`config.mk`:
```
export PLATFORM = sky130hd
export DESIGN_NAME = cpms_mode_select
export DESIGN_NICKNAME = d
export VERILOG_FILES = /design/src/rtl/cpms_pkg.sv /design/src/rtl/cpms_mode_select.sv
export SDC_FILE = /design/constraint.sdc
export NUM_CORES = 1
export LEC_CHECK = 0
export ABC_AREA = 0
export BUFFER_PORTS_ARGS = -buffer_cell sky130_fd_sc_hd__buf_2
export CAP_MARGIN = 20
export CORE_UTILIZATION = 40
export DETAILED_ROUTE_END_ITERATION = 10
export PLACE_DENSITY = 0.63
export SETUP_SLACK_MARGIN = 0.1
export SLEW_MARGIN = 20
export SYNTH_ARGS = -nofsm -noshare
export SYNTH_HDL_FRONTEND = slang
export SYNTH_SLANG_ARGS = --single-unit
```
`constraint.sdc`:
```
create_clock -name mclk_i -period 1.8 [get_ports mclk_i]
set_input_delay 0.18 -clock mclk_i [delete_from_list [all_inputs] [get_ports mclk_i]]
set_output_delay 0.18 -clock mclk_i [all_outputs]
set_load 0.01 [all_outputs]
```
`src/rtl/cpms_pkg.sv`:
```
package cpms_pkg;

  // Three-level strap pin as seen after the pad comparators.
  typedef enum logic [1:0] {
    CPMS_LVL_LOW,
    CPMS_LVL_HIGH,
    CPMS_LVL_FLOAT
  } cpms_lvl_e;

  typedef struct packed {
    cpms_lvl_e ctl_mode;
    cpms_lvl_e aux_mode;
    cpms_lvl_e output_swing_level;
    cpms_lvl_e output_edge_select;
    cpms_lvl_e calibration_delay_select;
    cpms_lvl_e input_full_scale_level;
  } cpms_straps_s;

  typedef struct packed {
    logic swing_normal;
    logic edge_pos;
    logic ddr;
    logic cal_long;
    logic fs_normal;
  } cpms_set_s;

  typedef struct packed {
    logic serial_clock;
    logic serial_data_pin;
    logic serial_chip_select;
  } cpms_ser_s;

  localparam int CPMS_ADDR_W = 8;
  localparam int CPMS_DATA_W = 32;
  localparam int CPMS_LOC_W = 8;
  localparam int CPMS_NUM_LOC = 9;
  localparam int CPMS_LOC_STEP = 4;

  localparam logic [CPMS_ADDR_W-1:0] CPMS_LOC_BASE = 8'h00;
  localparam logic [CPMS_ADDR_W-1:0] CPMS_STATUS_OFS = 8'h24;
  localparam logic [CPMS_LOC_W-1:0] CPMS_LOC_RST = 8'h13;

  // Field positions inside location 0.
  localparam int CPMS_F_SWING = 0;
  localparam int CPMS_F_EDGE = 1;
  localparam int CPMS_F_DDR = 2;
  localparam int CPMS_F_CAL = 3;
  localparam int CPMS_F_FS = 4;

  // Field positions inside the status word.
  localparam int CPMS_S_MASK = 0;
  localparam int CPMS_S_ALL = 9;
  localparam int CPMS_S_EXT = 10;
  localparam int CPMS_S_SET = 11;

  localparam cpms_set_s CPMS_SET_RST = '{1'b1, 1'b1, 1'b0, 1'b0, 1'b1};

endpackage

```
`src/rtl/cpms_mode_select.sv`:
```
`timescale 1ns/100ps
`default_nettype none

module cpms_mode_select
  import cpms_pkg::*;
(
  input wire logic mclk_i,
  input wire logic rstn_i,
  input wire cpms_straps_s straps_i,
  input wire logic [CPMS_ADDR_W-1:0] avs_address_i,
  input wire logic avs_read_i,
  input wire logic avs_write_i,
  input wire logic [CPMS_DATA_W-1:0] avs_writedata_i,
  input wire logic [3:0] avs_byteenable_i,
  output logic [CPMS_DATA_W-1:0] avs_readdata_o,
  output logic avs_waitrequest_o,
  output logic ext_mode_o,
  output cpms_set_s settings_o,
  output cpms_ser_s serial_o
);

  function automatic logic ext_mode(input cpms_straps_s s);
    logic aux_ok;
    // A low auxiliary pin is taken as a request for strap control.
    aux_ok = (s.aux_mode != CPMS_LVL_LOW);
    if (s.ctl_mode == CPMS_LVL_HIGH)
    begin
      ext_mode = 1'b0;
    end
    else
    begin
      ext_mode = aux_ok && ((s.ctl_mode == CPMS_LVL_LOW) ||
        (s.input_full_scale_level == CPMS_LVL_FLOAT));
    end
  endfunction

  // A floating strap with no defined meaning keeps the last setting.
  function automatic logic lvl_bit(input cpms_lvl_e l, input logic keep);
    unique case (l)
      CPMS_LVL_LOW: lvl_bit = 1'b0;
      CPMS_LVL_HIGH: lvl_bit = 1'b1;
      default: lvl_bit = keep;
    endcase
  endfunction

  // Status image: written mask, all-written flag, mode and live settings.
  function automatic logic [CPMS_DATA_W-1:0] status_word(
    input logic [CPMS_NUM_LOC-1:0] mask,
    input logic ext_on,
    input cpms_set_s cur
  );
    logic [CPMS_DATA_W-1:0] w;
    w = '0;
    w[CPMS_S_MASK +: CPMS_NUM_LOC] = mask;
    w[CPMS_S_ALL] = &mask;
    w[CPMS_S_EXT] = ext_on;
    w[CPMS_S_SET +: $bits(cpms_set_s)] = cur;
    status_word = w;
  endfunction

  logic ext_q;
  logic ext_d;
  cpms_set_s set_q;
  logic rd_go;
  cpms_ser_s ser_q;
  logic wait_q;
  logic [CPMS_DATA_W-1:0] rdata_q;
  logic [CPMS_LOC_W-1:0] loc_q [CPMS_NUM_LOC];
  logic [CPMS_NUM_LOC-1:0] written_q;
  logic [CPMS_NUM_LOC-1:0] hit;
  logic status_hit;
  logic wr_go;

  assign ext_d = ext_mode(straps_i);
  // Only the low byte lane carries a location; other writes are dropped.
  assign wr_go = avs_write_i && !wait_q && avs_byteenable_i[0];
  assign rd_go = avs_read_i && wait_q;
  assign status_hit = (avs_address_i == CPMS_STATUS_OFS);

  genvar g;
  generate
    for (g = 0; g < CPMS_NUM_LOC; g++)
    begin : g_loc
      // Locations sit a word apart so a word-wide master reaches each one.
      assign hit[g] = (avs_address_i ==
        CPMS_LOC_BASE + CPMS_ADDR_W'(CPMS_LOC_STEP * g));

      always_ff @(posedge mclk_i or negedge rstn_i)
      begin
        if (!rstn_i)
        begin
          loc_q[g] <= CPMS_LOC_RST;
        end
        else if (wr_go && hit[g])
        begin
          loc_q[g] <= avs_writedata_i[CPMS_LOC_W-1:0];
        end
      end

      // A write marks a location written even under strap control; strap control clears the mark on the next edge without a write.
      always_ff @(posedge mclk_i or negedge rstn_i)
      begin
        if (!rstn_i)
        begin
          written_q[g] <= 1'b0;
        end
        else if (wr_go && hit[g])
        begin
          written_q[g] <= 1'b1;
        end
        else if (!ext_q)
        begin
          written_q[g] <= 1'b0;
        end
      end
    end
  endgenerate

  // Each setting has its own register so a floating strap holds only it.
  // Output swing: reduced when low, normal when high.
  always_ff @(posedge mclk_i or negedge rstn_i)
  begin
    if (!rstn_i)
    begin
      set_q.swing_normal <= CPMS_SET_RST.swing_normal;
    end
    else if (ext_d)
    begin
      set_q.swing_normal <= loc_q[0][CPMS_F_SWING];
    end
    else
    begin
      set_q.swing_normal <= lvl_bit(straps_i.output_swing_level,
        set_q.swing_normal);
    end
  end

  // Output edge: negative when low, positive when high.
  always_ff @(posedge mclk_i or negedge rstn_i)
  begin
    if (!rstn_i)
    begin
      set_q.edge_pos <= CPMS_SET_RST.edge_pos;
    end
    else if (ext_d)
    begin
      set_q.edge_pos <= loc_q[0][CPMS_F_EDGE];
    end
    else
    begin
      set_q.edge_pos <= lvl_bit(straps_i.output_edge_select,
        set_q.edge_pos);
    end
  end

  // Double data rate: under strap control only a floating edge strap selects it; in serial control location 0 selects it.
  always_ff @(posedge mclk_i or negedge rstn_i)
  begin
    if (!rstn_i)
    begin
      set_q.ddr <= CPMS_SET_RST.ddr;
    end
    else if (ext_d)
    begin
      set_q.ddr <= loc_q[0][CPMS_F_DDR];
    end
    else
    begin
      set_q.ddr <= (straps_i.output_edge_select == CPMS_LVL_FLOAT);
    end
  end

  // Calibration delay: short when low, long when high.
  always_ff @(posedge mclk_i or negedge rstn_i)
  begin
    if (!rstn_i)
    begin
      set_q.cal_long <= CPMS_SET_RST.cal_long;
    end
    else if (ext_d)
    begin
      set_q.cal_long <= loc_q[0][CPMS_F_CAL];
    end
    else
    begin
      set_q.cal_long <= lvl_bit(straps_i.calibration_delay_select,
        set_q.cal_long);
    end
  end

  // Full-scale range: reduced when low, normal when high.
  always_ff @(posedge mclk_i or negedge rstn_i)
  begin
    if (!rstn_i)
    begin
      set_q.fs_normal <= CPMS_SET_RST.fs_normal;
    end
    else if (ext_d)
    begin
      set_q.fs_normal <= loc_q[0][CPMS_F_FS];
    end
    else
    begin
      set_q.fs_normal <= lvl_bit(straps_i.input_full_scale_level,
        set_q.fs_normal);
    end
  end

  // Mode follows the straps on every edge; nothing is latched at start-up.
  always_ff @(posedge mclk_i or negedge rstn_i)
  begin
    if (!rstn_i)
    begin
      ext_q <= 1'b0;
    end
    else
    begin
      ext_q <= ext_d;
    end
  end

  // The serial pins read as idle (low) whenever straps are in charge.
  // Framing and shifting happen downstream; this block only routes pins.
  always_ff @(posedge mclk_i or negedge rstn_i)
  begin
    if (!rstn_i)
    begin
      ser_q <= '0;
    end
    else if (ext_d)
    begin
      ser_q.serial_clock <= lvl_bit(straps_i.output_swing_level,
        1'b0);
      ser_q.serial_data_pin <= lvl_bit(straps_i.output_edge_select,
        1'b0);
      ser_q.serial_chip_select <= lvl_bit(
        straps_i.calibration_delay_select, 1'b0);
    end
    else
    begin
      ser_q <= '0;
    end
  end

  // Every access is answered one cycle after it is first seen.
  // A request left up after its answer is taken as a new access.
  always_ff @(posedge mclk_i or negedge rstn_i)
  begin
    if (!rstn_i)
    begin
      wait_q <= 1'b1;
    end
    else
    begin
      wait_q <= !((avs_read_i || avs_write_i) && wait_q);
    end
  end

  always_ff @(posedge mclk_i or negedge rstn_i)
  begin
    if (!rstn_i)
    begin
      rdata_q <= '0;
    end
    else if (rd_go)
    begin
      // Captured on the first cycle so it stands when waitrequest drops.
      rdata_q <= '0;
      for (int i = 0; i < CPMS_NUM_LOC; i++)
      begin
        if (hit[i])
        begin
          rdata_q[CPMS_LOC_W-1:0] <= loc_q[i];
        end
      end
      if (status_hit)
      begin
        rdata_q <= status_word(written_q, ext_q, set_q);
      end
    end
  end

  assign avs_readdata_o = rdata_q;
  assign avs_waitrequest_o = wait_q;
  assign ext_mode_o = ext_q;
  assign settings_o = set_q;
  assign serial_o = ser_q;

endmodule // cpms_mode_select

`default_nettype wire

```
==> results.md <==
Timing:
- The final critical delay including setup and external delays is 1.695 ns.
- The final worst hold slack is 0.08782 ns.
- Setup violations remaining at the end of the flow were counted as 0.
- Clock skew on the completed layout was measured at 0.006974 ns.
- The transition at the pin with the smallest max-transition slack is 0.5045 ns.
- The setup slack after layout is 0.1047 ns.
- Static timing analysis puts the maximum clock frequency at 589.9 MHz.
- The worst relative slew slack is 65.94%.
- The number of hold violations in the final report came to 0.
- Setup repair after global routing could not meet its margin everywhere.
- The max-slew violation count came to 0.
- Dividing the final minimum period by the clock period gives 94.18%.

Placed design:
- Routability-driven placement finished with a final weighted congestion of 0.8266.
- The cell area after placement is 0.005823 mm2.
- The worst slack at placement is -0.1702 ns.
- The number of port buffers is 58.
- Summed over all nets, the half-perimeter wirelength after detailed placement is 8445 um.

Cells and area:
- The final non-filler cell area is 0.006251 mm2.
- The filler cells instantiated in the layout total 1,091.
- In the final layout, the share of cells above drive strength 1 is 48.91%.
- The antenna diode count is 0.
- The relative area change from synthesis to final layout is 23.54%.
- The multi-input combinational cell area is 0.002247 mm2.
- For this run, the post-layout net count is 560.
- The register cell area after layout is 0.002716 mm2.

Detailed routing:
- The number of detailed-routing iterations run before antenna repair is 4.
- In the routed design, unresolved DRC markers number 0.
- After the first detailed-routing iteration, the DRC count stood at 168.
- The average wire per standard cell is 17.38 um.
- The via density per instance is 5.166.
- The total via count after detailed routing is 3,477.
- In this run the remaining antenna-violating nets after routing total 0.
- Summed over all layers, the routed wires come to 11,700 um.

Yosys:
- The top flip-flop cell by instance count after synthesis is dfrtp_1.
- The average size of a mapped cell is 12.78 um2.
- The most frequently used cell type in the post-synthesis netlist is dfrtp_1.
- Of all cell types, the one taking the most synthesized area is dfrtp_1.
- The share of the yosys chip area belonging to registers is 53.68%.
- The count of state elements after synthesis is 107.
- The area fraction of the dominant cell type after synthesis is 37.59%.
- The warning count from the yosys run is 0.
- In this run, distinct cell masters in the synthesized netlist total 50.
- In the post-synthesis netlist, the biggest area contributors are dfrtp_1 (38%), dfstp_2 (16%), mux2_2 (14%), mux4_2 (3.1%), buf_4 (2.7%).
- The gate count of the mapped netlist is 396.
- The post-synthesis cell area is 0.005060 mm2.
- Yosys mapped a number of flops with a built-in enable equal to 0.
- For this run, asynchronously set or reset flops after synthesis account for 100.0%.
- Counting instances in the post-synthesis netlist gives the leading cell types as dfrtp_1 (76), mux2_2 (64), nand2_1 (34), dfstp_2 (31).

Floorplan:
- The die is 114.5 um tall.
- The die boundary width is 114.5 um.
- Once the floorplan was initialized, standard cells occupied 41.60% of the core.
- For this design the top-level I/O count stands at 102.
- The die covers 0.01310 mm2.
- The floorplan has 40 rows.
- The total area inside the core boundary comes to 0.01216 mm2.

Critical path:
- Along the worst path, the maximum fanout reaches 5.
- The category of the worst setup path capture point is a flop.
- Traced cell by cell, the critical path runs through nand3b_1 > buf_6 > nor2_1 > nand3_2 > nor2_4 > buf_4 > mux2_2.
- The data required time of the worst path is 2.05 ns.
- The worst setup path is launched from a flop.
- The worst reg-to-reg setup slack is 0.10 ns.
- The setup path with the least slack is of type reg -> reg.
- Data arrives at the worst endpoint at 1.94 ns.
- The slowest stage of the critical path belongs to the cell dfstp_2.
- The largest single stage delay on the critical path is 0.37 ns.

Clocking:
- The latest clock arrival within the worst-skew pair is 0.36 ns.
- The cell chosen for the clock root is clkbuf_16.
- The number of buffers created by CTS is 9.
- The worst-case clock buffer depth is 2.
- TritonCTS built the clock tree.
- The count of clock tree sinks is 107.
- The H-tree was split into 3 levels.
- The clock transition at the registers of the reported paths is 0.08 ns.

Power:
- The part of the total power dissipated in the clock network is 41.1%.
- The leakage component of the power is 3.067 nW.
- Cell internal power was estimated by the tool at 3.765 mW.
- The switching power share of the total is 25.07%.
- The maximum ir drop on the vdd rail is 0.4507 mV.
- The reported net switching power is 1.260 mW.
- The part of the power in combinational logic is 8.9%.
- The power per unit of standard cell area is 803.9 mW/mm2.
- The power share of the sequential group is 50.0%.

Hold path:
- The type of the most critical hold path is in -> reg.

GRT:
- The number of antenna violations at the first check in global routing was 0.
- The global-route wire length before repair is 18,860 um.
- The global-route usage over all layers is 19.13%.
- The via count of the first global-routing pass was 3,552.
- Entering global routing, the biggest net connects 58 pins.
- After global routing the overflow that remains totals 0.

Run status:
- The flow ran to the end, and the final reports show no timing, DRC or antenna violations.

Job:
- Max-cap violations in this run came to 0.
[cell usage in the layout (no fill, tap or decap), types with 2 or more instances in the layout]
master / n
and3_1: 4
nand3_1: 4
nor3_2: 2
buf_6: 4
buf_12: 4
mux2i_1: 13
mux2_2: 56
o2bb2ai_1: 4
mux4_2: 7
a31oi_1: 8
dfrtp_1: 76
o22ai_1: 4
nand3_2: 3
dfstp_2: 31
a22o_1: 10
and4_1: 2
nand4_1: 3
clkinvlp_4: 2
mux2_4: 16
or3_1: 2
buf_4: 43
nor2b_1: 5
buf_2: 57
o21bai_1: 4
o211ai_1: 4
nand2b_1: 2
nor2_1: 7
inv_8: 2
and3b_1: 3
clkbuf_16: 9
and2_1: 4
dlygate4sd3_1: 3
a21oi_1: 18
a21o_1: 3
nor2_4: 2
a211oi_1: 4
o21ai_0: 14
conb_1: 16
nand2_1: 33
[sequential cells by signal, indices dropped and copies added, names as in the netlist]
| register | count |
|---|---|
| avs_waitrequest_o | 1 |
| serial_o | 3 |
| loc_q | 72 |
| avs_readdata_o | 16 |
| settings_o | 5 |
| written_q | 9 |
| ext_mode_o | 1 |
[worst paths after layout]
kind,from,to,cells past startpoint
setup / recovery,avs_waitrequest_o$_DFF_PN1_,loc_q[63]$_DFFE_PN0P_,7
hold / removal,straps_i[6],serial_o[2]$_DFF_PN0_,2
setup reg to reg,avs_waitrequest_o$_DFF_PN1_,loc_q[63]$_DFFE_PN0P_,7
hold reg to reg,avs_readdata_o[8]$_DFFE_PN0P_,avs_readdata_o[8]$_DFFE_PN0P_,2
max in group asynchronous,rstn_i,loc_q[24]$_DFFE_PN1P_,3
min in group asynchronous,rstn_i,loc_q[50]$_DFFE_PN0P_,2
[metrics by stage]
stage,setup TNS [ns],util (%),cells,power (mW)
finish,0,51.40,673,5.025
detailed placement,-2.416,47.88,650,2.995
global route,0,51.40,673,5.217
floorplan,0,-,411,2.776
global placement,-1.395,47.88,650,2.984
CTS,0,51.02,671,5.061
[kinds of logic after synthesis]
family          Yosys count  share of synthesized area [%]
other cells               1                        0.07411
mux                      92                          22.30
simple gates             85                          9.842
flops                   107                          53.68
compound gates           77                          9.966
buf+inv                  34                          4.129
[critical path: cells and delay by family, from the launching register on]
family | cells | cell delay, ns
buffers and inverters | 2 | 0.30
and+or+nand+nor | 4 | 0.60
muxes | 1 | 0.33
DFF | 1 | 0.37
[power by group through the flow]
stage	clock, mW	sequential [mW]	combinational [mW]
after floorplan	0	2.57	0.211
after global placement	0	2.56	0.426
after detailed placement	0	2.56	0.434
after CTS	2.10	2.52	0.446
after global routing	2.20	2.52	0.496
final	2.06	2.51	0.448
[area by class of cell]
| type | count | share of cell area, % |
|---|---|---|
| clock buffer | 9 | 3.603 |
| clock inverter | 7 | 1.361 |
| inverter | 1 | 0.06005 |
| multi-input combinational | 270 | 35.95 |
| sequential | 107 | 43.45 |
| tap | 168 | 3.363 |
| timing repair buffer | 111 | 12.21 |
[repair_timing]
item,CTS,global route
hold buffers,3,0
hold endpoints to repair,20,0
endpoints found under the setup margin,54,42
setup buffers,2,2
pin swaps,0,1
resized for setup,6,8
[per-layer routing]
layer | global-route usage (%) | wire, um | share of wire [%] | up-vias
li1 | - | - | - | 1638
met1 | 25.85 | 5405 | 46 | 1750
met2 | 31.07 | 5706 | 49 | 73
met3 | 2.647 | 385 | 3.3 | 16
met4 | 7.879 | 202 | 1.7 | 0
met5 | 0 | 0 | 0 | -
Note: power is estimated with default switching activity, not from simulation.
